`config.mk`:
```
export PLATFORM = sky130hd
export DESIGN_NAME = xdl_datapath
export DESIGN_NICKNAME = d
export VERILOG_FILES = /design/src/shared/xdl_pkg.sv /design/src/shared/xdl_alu_if.sv /design/src/logic/xdl_xor_unit.sv /design/src/logic/xdl_datapath.sv
export VERILOG_INCLUDE_DIRS = /design/src /design/src/shared
export SDC_FILE = /design/constraint.sdc
export NUM_CORES = 1
export LEC_CHECK = 0
export BUFFER_PORTS_ARGS = -buffer_cell sky130_fd_sc_hd__buf_2
export CORE_MARGIN = 2
export CORE_UTILIZATION = 53
export DETAILED_ROUTE_END_ITERATION = 7
export PLACE_DENSITY_LB_ADDON = 0.08
export SYNTH_ARGS = -nofsm -noshare
export SYNTH_HDL_FRONTEND = slang
export SYNTH_HIERARCHICAL = 1
export SYNTH_SLANG_ARGS = --single-unit
export TNS_END_PERCENT = 10
```
`constraint.sdc`:
```
create_clock -name sys_clk -period 3.7 [get_ports sys_clk]
set_input_delay 1.11 -clock sys_clk [delete_from_list [all_inputs] [get_ports sys_clk]]
set_output_delay 1.11 -clock sys_clk [all_outputs]
set_load 0.05 [all_outputs]
```
`src/shared/xdl_map.svh`:
```
// constants for the xor and direction-load datapath
`ifndef XDL_MAP_SVH
`define XDL_MAP_SVH
`define XDL_DATA_W     8
`define XDL_FADDR_W    7
`define XDL_OPER_W     3
`define XDL_SEL_A      3'h5
`define XDL_SEL_B      3'h6
`define XDL_SEL_C      3'h7
`define XDL_DIR_RST    8'hff
`define XDL_ACC_RST    8'h00
`define XDL_DEST_ACC   1'h0
`define XDL_DEST_FILE  1'h1
`define XDL_ZERO       8'h00
`endif

```
`src/shared/xdl_pkg.sv`:
```
// types for the xor and direction-load datapath
`default_nettype none
`include "xdl_map.svh"
package xdl_pkg;
   // operation codes presented by the decoder
   typedef enum logic [1:0]
   {
      xdl_op_none_type_v = 2'h0,
      xdl_op_xor_lit     = 2'h1,
      xdl_op_xor_file    = 2'h2,
      xdl_op_load_dir    = 2'h3
   } xdl_op_type;
endpackage
`default_nettype wire

```
`src/shared/xdl_alu_if.sv`:
```
// interface between the datapath and its xor unit
`default_nettype none
`include "xdl_map.svh"
interface xdl_alu_if;
   logic [`XDL_DATA_W-1:0] opa;     // accumulator side
   logic [`XDL_DATA_W-1:0] opb;     // literal or file side
   logic [`XDL_DATA_W-1:0] result;  // xor result
   logic                   zero;    // result is zero
   modport core (output opa, output opb, input result, input zero);
   modport unit (input opa, input opb, output result, output zero);
endinterface
`default_nettype wire

```
`src/logic/xdl_xor_unit.sv`:
```
// combinational xor unit with zero detect
`default_nettype none
`include "xdl_map.svh"
module xdl_xor_unit
(
   xdl_alu_if.unit alu
);
   // ----------------------------------------
   // xor and zero detect
   // ----------------------------------------
   // RULE_03 accumulator xor operand
   assign alu.result = alu.opa ^ alu.opb;
   // RULE_06 zero when all bits clear
   assign alu.zero   = (alu.result == `XDL_ACC_RST);
endmodule
`default_nettype wire

```
`src/logic/xdl_datapath.sv`:
```
// datapath for literal xor, file xor and direction load
// Overview of operation
// RULE_01 - literal xor result goes to accumulator
// RULE_02 - operand 5,6,7 picks direction register A,B,C
// RULE_03 - file xor combines accumulator and register
// RULE_04 - dest 0: result to accumulator only
// RULE_05 - dest 1: result to register only
// RULE_06 - xors update zero; direction load keeps flags
`default_nettype none
`include "xdl_map.svh"
module xdl_datapath
(
   input  wire logic                     sys_clk,        // core clock
   input  wire logic                     srst,           // sync reset, high
   input  wire xdl_pkg::xdl_op_type      op,             // operation this cycle
   input  wire logic [`XDL_DATA_W-1:0]   literal,        // immediate operand
   input  wire logic [`XDL_OPER_W-1:0]   dir_sel,        // direction select
   input  wire logic [`XDL_FADDR_W-1:0]  file_addr,      // file register addr
   input  wire logic                     dest,           // file xor dest bit
   input  wire logic [`XDL_DATA_W-1:0]   file_rdata,     // addressed register
   output var  logic [`XDL_DATA_W-1:0]   acc,            // working accumulator
   output var  logic                     zero_flag,      // zero status flag
   output var  logic [`XDL_DATA_W-1:0]   port_a_direction, // port A direction
   output var  logic [`XDL_DATA_W-1:0]   port_b_direction, // port B direction
   output var  logic [`XDL_DATA_W-1:0]   port_c_direction, // port C direction
   output var  logic                     file_we,        // file write strobe
   output var  logic [`XDL_FADDR_W-1:0]  file_waddr,     // file write addr
   output var  logic [`XDL_DATA_W-1:0]   file_wdata      // file write data
);
   import xdl_pkg::*;

   // ----------------------------------------
   // state
   // ----------------------------------------
   // all registered state in one record
   typedef struct packed
   {
      logic [`XDL_DATA_W-1:0]  acc;    // accumulator
      logic                    zf;     // zero flag
      logic [`XDL_DATA_W-1:0]  dira;   // port A direction
      logic [`XDL_DATA_W-1:0]  dirb;   // port B direction
      logic [`XDL_DATA_W-1:0]  dirc;   // port C direction
      logic                    we;     // write strobe
      logic [`XDL_FADDR_W-1:0] waddr;  // write address
      logic [`XDL_DATA_W-1:0]  wdata;  // write data
   } xdl_state_type;

   xdl_state_type st;       // current state
   xdl_state_type next_st;  // next state
   xdl_alu_if     alu ();   // xor unit link

   // ----------------------------------------
   // xor unit
   // ----------------------------------------
   xdl_xor_unit u_xor
   (
      .alu (alu.unit)
   );

   // literal feeds the unit only for the literal xor
   always_comb
   begin
      alu.opa = st.acc;
      alu.opb = (op == xdl_op_xor_lit) ? literal : file_rdata;
   end

   // ----------------------------------------
   // next state
   // ----------------------------------------
   always_comb
   begin
      next_st    = st;
      next_st.we = 1'b0;  // strobe lasts one cycle
      case (op)
         xdl_op_xor_lit:
         begin
            // RULE_01 literal result to acc
            next_st.acc = alu.result;
            // RULE_06 zero from result
            next_st.zf  = alu.zero;
         end
         xdl_op_xor_file:
         begin
            // RULE_06 zero from result
            next_st.zf = alu.zero;
            if (dest == `XDL_DEST_ACC)
            begin
               // RULE_04 acc gets result
               next_st.acc = alu.result;
            end
            else
            begin
               // RULE_05 register written back
               next_st.we    = 1'b1;
               next_st.waddr = file_addr;
               next_st.wdata = alu.result;
            end
         end
         xdl_op_load_dir:
         begin
            // RULE_02 select by operand; other codes ignored
            case (dir_sel)
               `XDL_SEL_A: next_st.dira = st.acc;
               `XDL_SEL_B: next_st.dirb = st.acc;
               `XDL_SEL_C: next_st.dirc = st.acc;
               default:    next_st.dira = st.dira;
            endcase
         end
         default:
         begin
            next_st.we = 1'b0;  // idle: hold all but the strobe
         end
      endcase
   end

   // ----------------------------------------
   // registers
   // ----------------------------------------
   // directions reset to inputs so pins do not fight at power up
   always_ff @(posedge sys_clk)
   begin
      if (srst)
      begin
         st       <= '0;
         st.acc   <= `XDL_ACC_RST;
         st.dira  <= `XDL_DIR_RST;
         st.dirb  <= `XDL_DIR_RST;
         st.dirc  <= `XDL_DIR_RST;
      end
      else
      begin
         st <= next_st;
      end
   end

   // outputs straight from state flops
   assign acc              = st.acc;
   assign zero_flag        = st.zf;
   assign port_a_direction = st.dira;
   assign port_b_direction = st.dirb;
   assign port_c_direction = st.dirc;
   assign file_we          = st.we;
   assign file_waddr       = st.waddr;
   assign file_wdata       = st.wdata;

   // ----------------------------------------
   // checks
   // ----------------------------------------
   // reset may drop at the very edge that samples it, where the disable
   // condition already reads low; every trigger except that of we_pulse_a
   // therefore also asks for srst low, so that no $past or $stable there
   // reaches back across a reset

   // RULE_01 literal result kept
   lit_xor_acc_a: assert property (  // RULE_01
      @(posedge sys_clk) disable iff (srst)
      !srst && op == xdl_op_xor_lit |=> acc == ($past(acc) ^ $past(literal)))
      else $error("literal xor result wrong");

   // RULE_01 no file write, directions untouched
   lit_no_side_a: assert property (  // RULE_01
      @(posedge sys_clk) disable iff (srst)
      !srst && op == xdl_op_xor_lit
      |=> !file_we && $stable(port_a_direction) && $stable(port_b_direction)
          && $stable(port_c_direction))
      else $error("literal xor touched other state");

   // RULE_02 port a load
   dir_a_load_a: assert property (  // RULE_02
      @(posedge sys_clk) disable iff (srst)
      !srst && op == xdl_op_load_dir && dir_sel == `XDL_SEL_A
      |=> port_a_direction == $past(acc))
      else $error("port a direction not loaded");

   // RULE_02 port b load
   dir_b_load_a: assert property (  // RULE_02
      @(posedge sys_clk) disable iff (srst)
      !srst && op == xdl_op_load_dir && dir_sel == `XDL_SEL_B
      |=> port_b_direction == $past(acc) && $stable(port_a_direction))
      else $error("port b direction load wrong");

   // RULE_02 port c load
   dir_c_load_a: assert property (  // RULE_02
      @(posedge sys_clk) disable iff (srst)
      !srst && op == xdl_op_load_dir && dir_sel == `XDL_SEL_C
      |=> port_c_direction == $past(acc) && $stable(port_b_direction))
      else $error("port c direction load wrong");

   // RULE_02 low selects refused
   dir_refused_a: assert property (  // RULE_02
      @(posedge sys_clk) disable iff (srst)
      !srst && op == xdl_op_load_dir && dir_sel < `XDL_SEL_A
      |=> $stable(port_a_direction) && $stable(port_b_direction)
          && $stable(port_c_direction))
      else $error("refused direction select loaded");

   // RULE_03 xor of both sides
   file_xor_a: assert property (  // RULE_03
      @(posedge sys_clk) disable iff (srst)
      !srst && op == xdl_op_xor_file
      |=> (file_we ? file_wdata : acc) == ($past(acc) ^ $past(file_rdata)))
      else $error("file xor result wrong");

   // RULE_04 accumulator destination
   file_acc_dest_a: assert property (  // RULE_04
      @(posedge sys_clk) disable iff (srst)
      !srst && op == xdl_op_xor_file && dest == `XDL_DEST_ACC
      |=> acc == ($past(acc) ^ $past(file_rdata)) && !file_we)
      else $error("file xor to acc wrong");

   // RULE_05 register destination
   file_reg_dest_a: assert property (  // RULE_05
      @(posedge sys_clk) disable iff (srst)
      !srst && op == xdl_op_xor_file && dest == `XDL_DEST_FILE
      |=> file_we && $stable(acc) && file_waddr == $past(file_addr)
          && file_wdata == ($past(acc) ^ $past(file_rdata)))
      else $error("file xor write back wrong");

   // RULE_06 zero after literal
   zero_on_xor_a: assert property (  // RULE_06
      @(posedge sys_clk) disable iff (srst)
      !srst && op == xdl_op_xor_lit |=> zero_flag == (acc == `XDL_ZERO))
      else $error("zero flag wrong");

   // RULE_06 zero after file
   zero_on_file_a: assert property (  // RULE_06
      @(posedge sys_clk) disable iff (srst)
      !srst && op == xdl_op_xor_file
      |=> zero_flag == (($past(acc) ^ $past(file_rdata)) == `XDL_ZERO))
      else $error("zero flag wrong after file xor");

   // RULE_06 load keeps flags
   zero_kept_dir_a: assert property (  // RULE_06
      @(posedge sys_clk) disable iff (srst)
      !srst && op == xdl_op_load_dir |=> $stable(zero_flag) && $stable(acc))
      else $error("direction load changed flags");

   // RULE_05 strobe only on write back
   we_pulse_a: assert property (  // RULE_05
      @(posedge sys_clk) disable iff (srst)
      file_we && !($past(op) == xdl_op_xor_file && $past(dest) == `XDL_DEST_FILE) |-> 1'b0)
      else $error("stray write strobe");
endmodule
`default_nettype wire

```
# Word level (Yosys, flattened, before mapping)
# Index checks and enable logic that the tools add are counted.
[op_classes] bitwise_logic=2 n_mux=4 eq_ne=7 n_reduce_logical=8
[ops] cell="9-bit case mux with 2 select lines" n=1
[ops] cell="16-bit 2-to-1 mux" n=1
[ops] cell="8-bit 2-to-1 mux" n=2
[ops] cell="2-bit AND reduction" n=5
[ops] cell="3-bit equality test (second input constant)" n=3
[ops] cell="8-bit logical NOT" n=1
[ops] cell="8-bit XOR" n=1
[ops] cell="2-bit equality test (second input constant)" n=2
[ops] cell="2-bit by 1-bit equality test with 1-bit output (second input constant)" n=1
[ops] cell="2-bit != test (second input constant)" n=1
[ops] cell="2-bit nonzero test" n=1
[ops] cell="2-bit OR reduction" n=1
[ops] cell="1-bit NOT" n=1
[totals] inputBits=31 ff_bits=49 word_cells=29

# Longest topological paths before layout
# Gate-level depths: netlist (run 1).
[logic_depth] depth_word=5 mapped_depth=9 depth_no_buf=8

# By module
# Netlist (run 1), hierarchy kept.
[by_module_without_submodules] mod="xdl_datapath" cells_per_inst=213 seq_area_each_um2=980.9 n_inst=1 area_each_um2=2149.6
[by_module_without_submodules] mod="xdl_xor_unit" cells_per_inst=11 seq_area_each_um2=0.0 n_inst=1 area_each_um2=88.8

# Worst setup path after synthesis (run 1)
# No wires, ideal clock.
[synth_path] path_kind="input port to flip-flop" start="input port op[1]" end="register st (netlist bit zero_flag)" n_path_buf=1 stages=9 arrival_time_ps=2510 path_slack_ps=1124 path_cell_list="inv_1 > ha_1 > buf_2 > mux2_2 > xor2_1 > nor4_1 > and2_1 > mux2i_1 > nor2_1"
[synth_via] elab_chain_len=5
[synth_rtl] element="from (decl)" line_no="xdl_datapath.sv:15" source="input wire xdl_pkg::xdl_op_type op,"
[synth_rtl] element="2-bit by 1-bit equality test with 1-bit output" line_no="xdl_datapath.sv:64" source="alu.opb = (op == xdl_op_xor_lit) ? literal : file_rdata;"
[synth_rtl] element="8-bit 2-to-1 mux" line_no="xdl_datapath.sv:64"
[synth_rtl] element="named net alu.opb[6]" line_no="xdl_alu_if.sv:6" source="logic [`XDL_DATA_W-1:0] opb;"
[synth_rtl] element="8-bit XOR" line_no="xdl_xor_unit.sv:12" source="assign alu.result = alu.opa ^ alu.opb;"
[synth_rtl] element="named net alu.result[6]" line_no="xdl_alu_if.sv:7" source="logic [`XDL_DATA_W-1:0] result;"
[synth_rtl] element="8-bit logical NOT (no source line)"
[synth_rtl] element="named net alu.zero" line_no="xdl_alu_if.sv:8" source="logic zero;"
[synth_rtl] element="9-bit case mux with 2 select lines" line_no="xdl_datapath.sv:74" source="case (op)"
[synth_rtl] element="to (signal assigned)" line_no="xdl_datapath.sv:132" source="st <= next_st;"
[synth_rtl] element="to (decl)" line_no="xdl_datapath.sv:48" source="xdl_state_type st;"
# The timed path passes the listed nets, and every way through them passes these cells. The select of a mux whose other input is x is not followed.
# A chain may end at the register's enable or synchronous reset.

# Worst setup path in the final report (run 1)
# Ends and elaborated chain as after synthesis.

==> impl_metrics.env, run 1 <==
export IMPL_result_of_the_run="finished, final reports clean"
export IMPL_areaGrowthSynthToFinish_pct=21.86
export IMPL_worst_setup_path_end_kind="flop"
export IMPL_final_worst_path_cycle_share_pct=69.92
export IMPL_dp_cells=338
export IMPL_cp_cell_sequence="buf_2 -> inv_1 -> ha_1 -> mux2_2 -> xor2_1 -> nor4_1 -> and2_1 -> mux2i_1 -> nor2_1"
export IMPL_dieArea_um2=4759
export IMPL_max_cap_violations=0
export IMPL_drive_above_1_share_pct=37.84
export IMPL_cpLargestDelayFamily="simple AND/OR/NAND/NOR gates"
export IMPL_required_arrival_time_at_the_worst_endpoint_ps=3940
export IMPL_seqPwrFrac_pct=45.3
export IMPL_cts_repair_timing_setup_buffer_count=0
export IMPL_power_clock_fraction_pct=34.9
export IMPL_post_synth_inst_count=224
export IMPL_power_static_leakage_nw=1.361
export IMPL_ys_types=22
export IMPL_maxSlewHeadroom_pct=40.66
export IMPL_setup_repair_after_global_routing_missed_its_margin="no"
export IMPL_filler_cell_count=339
export IMPL_p_sw_share_pct=28.83
export IMPL_synthesis_area_per_instance_um2=9.993
export IMPL_hold_path_class="reg -> reg"
export IMPL_route_detailed_vias_per_inst=5.078
export IMPL_power_per_cell_area_nw_per_um2=463.5
export IMPL_postSynthNetCount=258
export IMPL_achievable_frequency_mhz=386.6
export IMPL_hold_path_origin="port_c_direction[7]$_SDFFE_PP1P_"
export IMPL_startpoint_type="input port"
export IMPL_routedWlPerCell_um=13.47
export IMPL_period_needed_ps=2587
export IMPL_number_of_nets_in_the_layout=329
export IMPL_die_x_um=68.99
export IMPL_cts_htree_levels=2
export IMPL_finalHoldViolations=0
export IMPL_pin_count_of_the_biggest_net_entering_global_routing=33
export IMPL_clock_skew_final_ps=3.678
export IMPL_ioPinCount=80
export IMPL_cts_tree="built"
export IMPL_cell_internal_pwr_mw=0.8998
export IMPL_cts_path_max_buffers=2
export IMPL_detailedRoute_firstIterationViolations=85
export IMPL_yosys_warnings=6
export IMPL_setup_crit_start="op[1]"
export IMPL_dr_pass1_iters=4
export IMPL_row_count=23
export IMPL_tritoncts_num_buffers=5
export IMPL_synth_ff_latch_count=49
export IMPL_initial_standard_cell_utilization_of_the_core_pct=55.56
export IMPL_cts_reportedPaths_clkPinSlew_ps=90
export IMPL_crit_path_buf_inv_count=2
export IMPL_maximum_fanout_along_the_worst_path=8
export IMPL_netSwitchingPower_mw=0.3645
export IMPL_io_buffers=79
export IMPL_ctsResizeCount=0
export IMPL_timing_worst_setup_path_type="in -> reg"
export IMPL_worst_ir_drop_vdd_uv=224.8
export IMPL_initial_antenna_violation_count=0
export IMPL_cts_hold_repair_buffers=0
export IMPL_route_antenna_remaining_nets=0
export IMPL_detailed_place_hpwl_mm=3.380
export IMPL_drc=0
export IMPL_grt_overflow_total=0
export IMPL_critical_path_max_stage_delay_ps=390
export IMPL_multi_input_comb_area_um2=1125
export IMPL_postRouteWirelength_mm=4.659
export IMPL_timing_critical_path_arrival_ps=2820
export IMPL_instances_no_fill=346
export IMPL_whs_path_depth=2
export IMPL_worstMarginPinSlew_ps=890.0
export IMPL_critical_path_reg2reg_startpoint="acc[3]$_SDFFE_PP0P_"
export IMPL_first_global_vias=1501
export IMPL_num_antenna_cells=0
export IMPL_core_region_area_um2=4029
export IMPL_drv_slew=0
export IMPL_setup_tns_after_final_layout_ps=0
export IMPL_report_final_setup_viol=0
export IMPL_grtUsageTotal_pct=20.52
export IMPL_seq_area_um2=980.9
export IMPL_cts_num_sinks=49
export IMPL_syn_area_um2=2238
export IMPL_finalWeightedCongestion=0.7860
export IMPL_clk_latency_ps=290
export IMPL_cts_root_buf="sky130_fd_sc_hd__clkbuf_8"
export IMPL_grt_pass1_wl_mm=7.176
export IMPL_vias=1757
export IMPL_combinationalPowerShare_pct=19.8
export IMPL_synth_yosys_seq_area_share_pct=43.82
export IMPL_worst_case_reg_to_reg_path_depth=5
export IMPL_die_y_um=68.99
export IMPL_timing_critical_path_slowest_stage_cell="sky130_fd_sc_hd__mux2_2"
export IMPL_critical_path_cell_count=9
export IMPL_report_power_total_mw=1.264
-- metal layers --
layer / wire length, um / global-route usage (%) / vias to the layer above
met1: 2181 / 28.10 / 805
met5: 0 / 0 / -
li1: - / - / 898
met4: 36 / 8.333 / 0
met2: 2198 / 31.13 / 50
met3: 243 / 4.708 / 4
-- power by group through the flow --
stage	combinational (mW)	sequential [mW]	clock, mW
after floorplan	0.111	0.667	0
after global placement	0.248	0.585	0
after detailed placement	0.251	0.585	0
after CTS	0.252	0.572	0.451
after global routing	0.270	0.576	0.478
final	0.250	0.572	0.442
-- synthesized netlist by cell type --
library cell / number / share of area (%)
sky130_fd_sc_hd__a21oi_1: 15 / 3.4
sky130_fd_sc_hd__nand4b_1: 2 / 0.78
sky130_fd_sc_hd__nor4_1: 2 / 0.56
sky130_fd_sc_hd__a21bo_2: 12 / 5.4
sky130_fd_sc_hd__nor2_1: 34 / 5.7
sky130_fd_sc_hd__buf_4: 2 / 0.67
sky130_fd_sc_hd__buf_2: 10 / 2.2
sky130_fd_sc_hd__nand4_2: 1 / 0.56
sky130_fd_sc_hd__mux2_2: 8 / 4.0
sky130_fd_sc_hd__ha_1: 3 / 1.7
sky130_fd_sc_hd__inv_1: 2 / 0.34
sky130_fd_sc_hd__and2_1: 1 / 0.28
sky130_fd_sc_hd__clkbuf_1: 1 / 0.17
sky130_fd_sc_hd__mux2i_1: 33 / 15
sky130_fd_sc_hd__nand2_1: 1 / 0.17
sky130_fd_sc_hd__nand2b_1: 16 / 4.5
sky130_fd_sc_hd__dfxtp_1: 49 / 44
sky130_fd_sc_hd__a21oi_4: 1 / 0.73
sky130_fd_sc_hd__xor2_1: 8 / 3.1
sky130_fd_sc_hd__buf_6: 5 / 2.5
sky130_fd_sc_hd__nand3_1: 15 / 3.4
sky130_fd_sc_hd__a21bo_1: 3 / 1.3
-- layout make-up --
type	instances	share of cell area (%)
Multi-Input combinational cell	155	41.24
Sequential cell	49	35.96
Timing Repair Buffer	82	15.32
Clock buffer	5	2.523
Clock inverter	3	2.385
Tap cell	50	2.294
Inverter	2	0.2752
-- worst min-delay path: cells and delay by family, from the launching register on --
| kind | cells | cell delay [ps] |
|---|---|---|
| AND/OR/NAND/NOR | 1 | 90 |
| flip-flops | 1 | 320 |
| multiplexers | 1 | 70 |
-- path summary, 6_finish.rpt --
path	endpoint	slack [ps]
worst max-delay path	zero_flag$_SDFFE_PP0P_	1110
worst min-delay path	port_c_direction[7]$_SDFFE_PP1P_	520
worst max register to register	zero_flag$_SDFFE_PP0P_	2470
worst min register to register	port_c_direction[7]$_SDFFE_PP1P_	520
-- cell usage in the layout, fill, tap and decap left out --
| master | count |
|---|---|
| sky130_fd_sc_hd__xor2_1 | 8 |
| sky130_fd_sc_hd__clkinv_2 | 1 |
| sky130_fd_sc_hd__a21oi_1 | 15 |
| sky130_fd_sc_hd__and2_1 | 1 |
| sky130_fd_sc_hd__a21bo_2 | 12 |
| sky130_fd_sc_hd__nor4_1 | 2 |
| sky130_fd_sc_hd__nand4b_1 | 2 |
| sky130_fd_sc_hd__nand2b_1 | 16 |
| sky130_fd_sc_hd__dfxtp_1 | 49 |
| sky130_fd_sc_hd__bufinv_16 | 2 |
| sky130_fd_sc_hd__clkbuf_8 | 5 |
| sky130_fd_sc_hd__nand4_2 | 1 |
| sky130_fd_sc_hd__mux2i_1 | 33 |
| sky130_fd_sc_hd__buf_4 | 3 |
| sky130_fd_sc_hd__a21oi_4 | 1 |
| sky130_fd_sc_hd__nand2_1 | 1 |
| sky130_fd_sc_hd__nand3_1 | 15 |
| sky130_fd_sc_hd__inv_1 | 2 |
| sky130_fd_sc_hd__ha_1 | 3 |
| sky130_fd_sc_hd__buf_2 | 79 |
| sky130_fd_sc_hd__mux2_2 | 8 |
| sky130_fd_sc_hd__nor2_1 | 34 |
| sky130_fd_sc_hd__a21bo_1 | 3 |
-- cell families after synthesis --
logic type	count (synthesis)	share of synthesized area [%]
AOI/OAI and AO/OA	31	10.79
xor gates and xnor gates	8	3.130
adders and majority gates	3	1.677
buffers and inverters	20	5.925
DFF	49	43.82
muxes	41	18.78
and+or+nand+nor	72	15.87
-- sequential cells by signal (all words and copies together) (netlist names) --
signal / flops
file_wdata: 8
port_c_direction: 8
file_we: 1
file_waddr: 7
port_a_direction: 8
acc: 8
zero_flag: 1
port_b_direction: 8
-- through the flow --
step           setup WS [ps]  hold WS [ps]  utilization [%]  cell area (um^2)
3_5_place_dp           819.1         494.9            64.38              2594
2_1_floorplan           1124         724.1                -              2238
3_3_place_gp           854.3         490.7            64.38              2594
4_1_cts                 1082         521.6            67.70              2728
6_report                1113         517.5            67.70              2728
5_1_grt                 1037         544.3            67.70              2728
(Power assumes the default switching activity.)
==> run 2: changes to the inputs <==
Settings changed: CORE_UTILIZATION 53 to 49.
Clock period 3.7 ns to 2.7 ns, I/O delays scaled along.
==> impl_metrics.env, run 2 (same netlist as run 1, synthesis figures left out) <==
export IMPL_seq_area_um2=980.9
export IMPL_route_detailed_vias_per_inst=4.954
export IMPL_core_region_area_um2=4384
export IMPL_wl_met2_mm=2.131
export IMPL_p_sw_share_pct=32.89
export IMPL_finalWeightedCongestion=0.7309
export IMPL_result_of_the_run="finished, final reports clean"
export IMPL_clk_latency_ps=310
export IMPL_dieArea_um2=5125
export IMPL_setup_slack_reg_to_reg_ps=1480
export IMPL_cts_path_max_buffers=2
export IMPL_report_final_setup_viol=0
export IMPL_startpoint_type="input port"
export IMPL_initial_standard_cell_utilization_of_the_core_pct=51.06
export IMPL_period_needed_ps=2241
export IMPL_max_cap_violations=0
export IMPL_final_worst_path_cycle_share_pct=83.02
export IMPL_timing_critical_path_arrival_ps=2490
export IMPL_required_arrival_time_at_the_worst_endpoint_ps=2950
export IMPL_cts_repair_timing_setup_buffer_count=0
export IMPL_power_per_cell_area_nw_per_um2=577.7
export IMPL_seqPwrFrac_pct=49.9
export IMPL_grtUsageTotal_pct=19.20
export IMPL_cts_htree_levels=2
export IMPL_ctsResizeCount=0
export IMPL_worst_case_reg_to_reg_path_depth=5
export IMPL_worst_ir_drop_vdd_uv=291.1
export IMPL_tritoncts_num_buffers=5
export IMPL_netSwitchingPower_mw=0.5173
export IMPL_route_antenna_remaining_nets=0
export IMPL_achievable_frequency_mhz=446.1
export IMPL_first_global_vias=1638
export IMPL_pin_count_of_the_biggest_net_entering_global_routing=66
export IMPL_ioPinCount=80
export IMPL_worstMarginPinSlew_ps=568.2
export IMPL_die_y_um=71.59
export IMPL_detailedRoute_firstIterationViolations=73
export IMPL_setup_tns_after_final_layout_ps=0
export IMPL_multi_input_comb_area_um2=1125
export IMPL_clock_skew_final_ps=7.819
export IMPL_hold_path_class="reg -> reg"
export IMPL_initial_antenna_violation_count=0
export IMPL_number_of_nets_in_the_layout=332
export IMPL_cts_hold_repair_buffers=0
export IMPL_drv_slew=0
export IMPL_filler_cell_count=410
export IMPL_critical_path_reg2reg_startpoint="acc[6]$_SDFFE_PP0P_"
export IMPL_hold_path_origin="port_a_direction[6]$_SDFFE_PP1P_"
export IMPL_power_static_leakage_nw=1.347
export IMPL_setup_repair_after_global_routing_missed_its_margin="no"
export IMPL_drive_above_1_share_pct=38.46
export IMPL_postRouteWirelength_mm=4.722
export IMPL_report_power_total_mw=1.573
export IMPL_critical_path_max_stage_delay_ps=390
export IMPL_cts_reportedPaths_clkPinSlew_ps=100
export IMPL_io_buffers=79
export IMPL_worst_setup_path_endpoint="zero_flag$_SDFFE_PP0P_"
export IMPL_cts_root_buf="sky130_fd_sc_hd__clkbuf_8"
export IMPL_finalHoldViolations=0
export IMPL_power_clock_fraction_pct=27.7
export IMPL_maxSlewHeadroom_pct=62.12
export IMPL_maximum_fanout_along_the_worst_path=8
export IMPL_areaGrowthSynthToFinish_pct=21.63
export IMPL_timing_critical_path_slowest_stage_cell="sky130_fd_sc_hd__mux2_2"
export IMPL_cts_tree="built"
export IMPL_combinationalPowerShare_pct=22.4
export IMPL_die_x_um=71.59
export IMPL_num_antenna_cells=0
export IMPL_crit_path_buf_inv_count=2
export IMPL_detailed_place_hpwl_mm=3.346
export IMPL_routedWlPerCell_um=13.45
export IMPL_setup_crit_start="op[1]"
export IMPL_cts_num_sinks=49
export IMPL_worst_setup_path_end_kind="flop"
export IMPL_cpLargestDelayFamily="simple AND/OR/NAND/NOR gates"
export IMPL_drc=0
export IMPL_reg2reg_to="zero_flag$_SDFFE_PP0P_"
export IMPL_dr_pass1_iters=4
export IMPL_wirelength_met1_mm=2.193
export IMPL_row_count=24
export IMPL_vias=1739
export IMPL_top_layer="met4"
export IMPL_cell_internal_pwr_mw=1.055
export IMPL_met3_length_um=330
export IMPL_cp_cell_sequence="buf_2 -> inv_1 -> ha_1 -> mux2_2 -> xor2_1 -> nor4_1 -> and2_1 -> mux2i_1 -> nor2_1"
export IMPL_grt_overflow_total=0
export IMPL_grt_pass1_wl_mm=7.748
export IMPL_timing_worst_setup_path_type="in -> reg"
export IMPL_critical_path_cell_count=9
export IMPL_most_common_layout_cells="sky130_fd_sc_hd__buf_2 (79), sky130_fd_sc_hd__dfxtp_1 (49), sky130_fd_sc_hd__nor2_1 (34)"
export IMPL_layout_commonest_cell="sky130_fd_sc_hd__buf_2"
==> run 2: cell count changes in the layout (fill, tap and decap cells not counted) <==
cell,previous run,this run
sky130_fd_sc_hd__clkinv_2,1,0
sky130_fd_sc_hd__clkinvlp_4,0,3
sky130_fd_sc_hd__buf_12,0,1
sky130_fd_sc_hd__bufinv_16,2,0
sky130_fd_sc_hd__buf_4,3,5
==> run 2: routing by layer <==
metal	global-route usage [%]	vias to the layer above
li1	-	904
met1	25.67	778
met2	30.25	50
met3	4.782	7
met4	6.918	0
met5	0	-
==> run 2: tightest hold or removal path: cells and delay by family (launching register included) <==
family           cells  cell delay (ps)
muxes                1               70
DFF                  1              320
and+or+nand+nor      1               90
==> run 2: stage by stage <==
step	instance area, um^2	instances	hold WS [ps]	setup WS [ps]	util (%)
final	2723	351	513.3	458.6	62.10
after global routing	2723	351	539.3	297.7	62.10
after CTS	2723	351	520.1	445.8	62.10
after detailed placement	2631	343	500.2	119.3	60.02
after global placement	2631	343	489.1	157.5	60.02
after floorplan	2238	224	724.1	424.4	-
==> run 2: power by group through the flow <==
stage | clock, mW | combinational, mW | sequential (mW)
after floorplan | 0 | 0.152 | 0.914
after global placement | 0 | 0.352 | 0.801
after detailed placement | 0 | 0.354 | 0.801
after CTS | 0.448 | 0.356 | 0.785
after global routing | 0.480 | 0.382 | 0.789
final | 0.436 | 0.353 | 0.784
==> run 2: area by class of cell <==
type                            instances  share of cell area (%)
Multi-Input combinational cell        155                   41.31
Clock buffer                            5                   2.528
Timing Repair Buffer                   85                   16.64
Inverter                                2                  0.2757
Clock inverter                          3                  0.8272
Tap cell                               52                   2.390
Sequential cell                        49                   36.03
==> run 2: how the worst min path moves through the flow <==
stage	end	cells after the start
2_1_floorplan	acc[0]$_SDFFE_PP0P_	2
3_3_place_gp	port_a_direction[1]$_SDFFE_PP1P_	2
3_5_place_dp	port_a_direction[0]$_SDFFE_PP1P_	2
4_1_cts	port_a_direction[6]$_SDFFE_PP1P_	2
5_1_grt	port_c_direction[6]$_SDFFE_PP1P_	2
6_report	port_a_direction[6]$_SDFFE_PP1P_	2
==> run 3: changes to the inputs <==
Settings changed: CORE_UTILIZATION 49 to 44.
Clock period 2.7 ns to 1.9 ns, I/O delays scaled along.
==> impl_metrics.env, run 3 (same netlist as run 1, synthesis figures left out) <==
export IMPL_grt_pass1_wl_mm=7.769
export IMPL_die_y_um=75.33
export IMPL_period_needed_ps=1825
export IMPL_cts_num_sinks=49
export IMPL_clock_skew_final_ps=2.201
export IMPL_most_common_layout_cells="sky130_fd_sc_hd__buf_2 (79), sky130_fd_sc_hd__dfxtp_1 (49), sky130_fd_sc_hd__nor2_1 (34)"
export IMPL_first_global_vias=1701
export IMPL_achievable_frequency_mhz=548.0
export IMPL_cts_reportedPaths_clkPinSlew_ps=80
export IMPL_instances_no_fill=384
export IMPL_vias=1842
export IMPL_required_arrival_time_at_the_worst_endpoint_ps=2140
export IMPL_cts_tree="built"
export IMPL_routedWlPerCell_um=12.90
export IMPL_maxSlewHeadroom_pct=63.33
export IMPL_final_worst_path_cycle_share_pct=96.04
export IMPL_power_per_cell_area_nw_per_um2=792.6
export IMPL_finalHoldViolations=0
export IMPL_detailed_place_hpwl_mm=3.804
export IMPL_critical_path_reg2reg_startpoint="acc[5]$_SDFFE_PP0P_"
export IMPL_drv_slew=0
export IMPL_dieArea_um2=5674
export IMPL_route_detailed_vias_per_inst=4.797
export IMPL_result_of_the_run="finished, final reports clean"
export IMPL_post_route_cell_area_um2=3000
export IMPL_ioPinCount=80
export IMPL_dr_pass1_iters=4
export IMPL_cts_htree_levels=2
export IMPL_place_area_um2=2893
export IMPL_row_count=25
export IMPL_clk_latency_ps=300
export IMPL_num_antenna_cells=0
export IMPL_setup_slack_reg_to_reg_ps=720
export IMPL_cts_path_max_buffers=2
export IMPL_cts_repair_timing_setup_buffer_count=0
export IMPL_hold_path_origin="port_c_direction[5]$_SDFFE_PP1P_"
export IMPL_areaGrowthSynthToFinish_pct=34.04
export IMPL_detailedRoute_firstIterationViolations=100
export IMPL_maximum_fanout_along_the_worst_path=8
export IMPL_setup_crit_start="op[1]"
export IMPL_drc=0
export IMPL_grtUsageTotal_pct=17.96
export IMPL_worstMarginPinSlew_ps=550.1
export IMPL_die_x_um=75.33
export IMPL_hold_path_class="reg -> reg"
export IMPL_finalWeightedCongestion=0.7039
export IMPL_drive_above_1_share_pct=44.16
export IMPL_startpoint_type="input port"
export IMPL_postRouteWirelength_mm=4.952
export IMPL_cts_root_buf="sky130_fd_sc_hd__clkbuf_8"
export IMPL_initial_antenna_violation_count=0
export IMPL_route_antenna_remaining_nets=0
export IMPL_report_final_setup_viol=0
export IMPL_layout_commonest_cell="sky130_fd_sc_hd__buf_2"
export IMPL_timing_worst_setup_path_type="in -> reg"
export IMPL_worst_ir_drop_vdd_uv=397.5
export IMPL_number_of_nets_in_the_layout=350
export IMPL_dp_cells=376
export IMPL_io_buffers=79
export IMPL_timing_critical_path_arrival_ps=2070
export IMPL_pin_count_of_the_biggest_net_entering_global_routing=32
export IMPL_cts_hold_repair_buffers=0
export IMPL_core_region_area_um2=4817
export IMPL_worst_setup_path_end_kind="flop"
export IMPL_power_static_leakage_nw=1.486
export IMPL_max_cap_violations=0
export IMPL_tritoncts_num_buffers=5
export IMPL_report_power_total_mw=2.378
export IMPL_grt_overflow_total=0
export IMPL_initial_standard_cell_utilization_of_the_core_pct=46.47
[run 3: cell type report]
| class | count | area [um^2] |
|---|---|---|
| clock buffers | 7 | 96.34 |
| flip-flops and latches | 49 | 980.9 |
| multi-input cells | 155 | 1189 |
| clock inverters | 1 | 5.005 |
| fillers | 451 | 1817 |
| repair buffers | 103 | 625.6 |
| well taps | 67 | 83.83 |
| inverters | 2 | 20.02 |
[run 3: path summary, 6_finish.rpt]
kind,endpoint,cells after the start
setup / recovery,zero_flag$_SDFFE_PP0P_,9
hold / removal,port_c_direction[5]$_SDFFE_PP1P_,2
setup reg to reg,zero_flag$_SDFFE_PP0P_,5
hold reg to reg,port_c_direction[5]$_SDFFE_PP1P_,2
[run 3: per-layer routing]
layer	GRT usage (%)	wire [um]	share of wire (%)	vias up
met5	0	0	0	-
met4	5.848	46	0.93	0
met3	4.101	255	5.1	4
met2	28.79	2308	47	45
met1	24.07	2341	47	856
li1	-	-	-	937
[run 3: worst max-delay path, cell delays in order]
cell and delay (ps):
sky130_fd_sc_hd__buf_2 150, sky130_fd_sc_hd__inv_12 60, sky130_fd_sc_hd__ha_4 210, sky130_fd_sc_hd__mux2_4 330, sky130_fd_sc_hd__xor2_2 180, sky130_fd_sc_hd__nor4_1 270, sky130_fd_sc_hd__and2_1 150, sky130_fd_sc_hd__mux2i_1 60
sky130_fd_sc_hd__nor2_1 90
[run 3: power by group]
part	leakage (nW)	internal, mW	switching (mW)
Combinational	1.03	0.235	0.361
Sequential	0.399	1.07	0.0426
Clock	0.0542	0.329	0.336
[run 3: timing repair]
item,4_1_cts,5_1_grt
gates resized for setup,0,1
endpoints found under the hold margin,0,0
endpoints found under the setup margin,0,1
[run 3: per-stage QoR]
stage	setup TNS [ps]	utilization [%]	setup slack (ps)	hold WS, ps
after floorplan	-57.09	-	-57.09	716.7
after global placement	-428.6	60.05	-256.5	490.9
after CTS	0	62.16	71.47	504.8
after detailed placement	-701.2	60.05	-249.5	499.3
after global routing	-35.97	62.29	-35.97	507.1
final	0	62.29	75.32	512.2
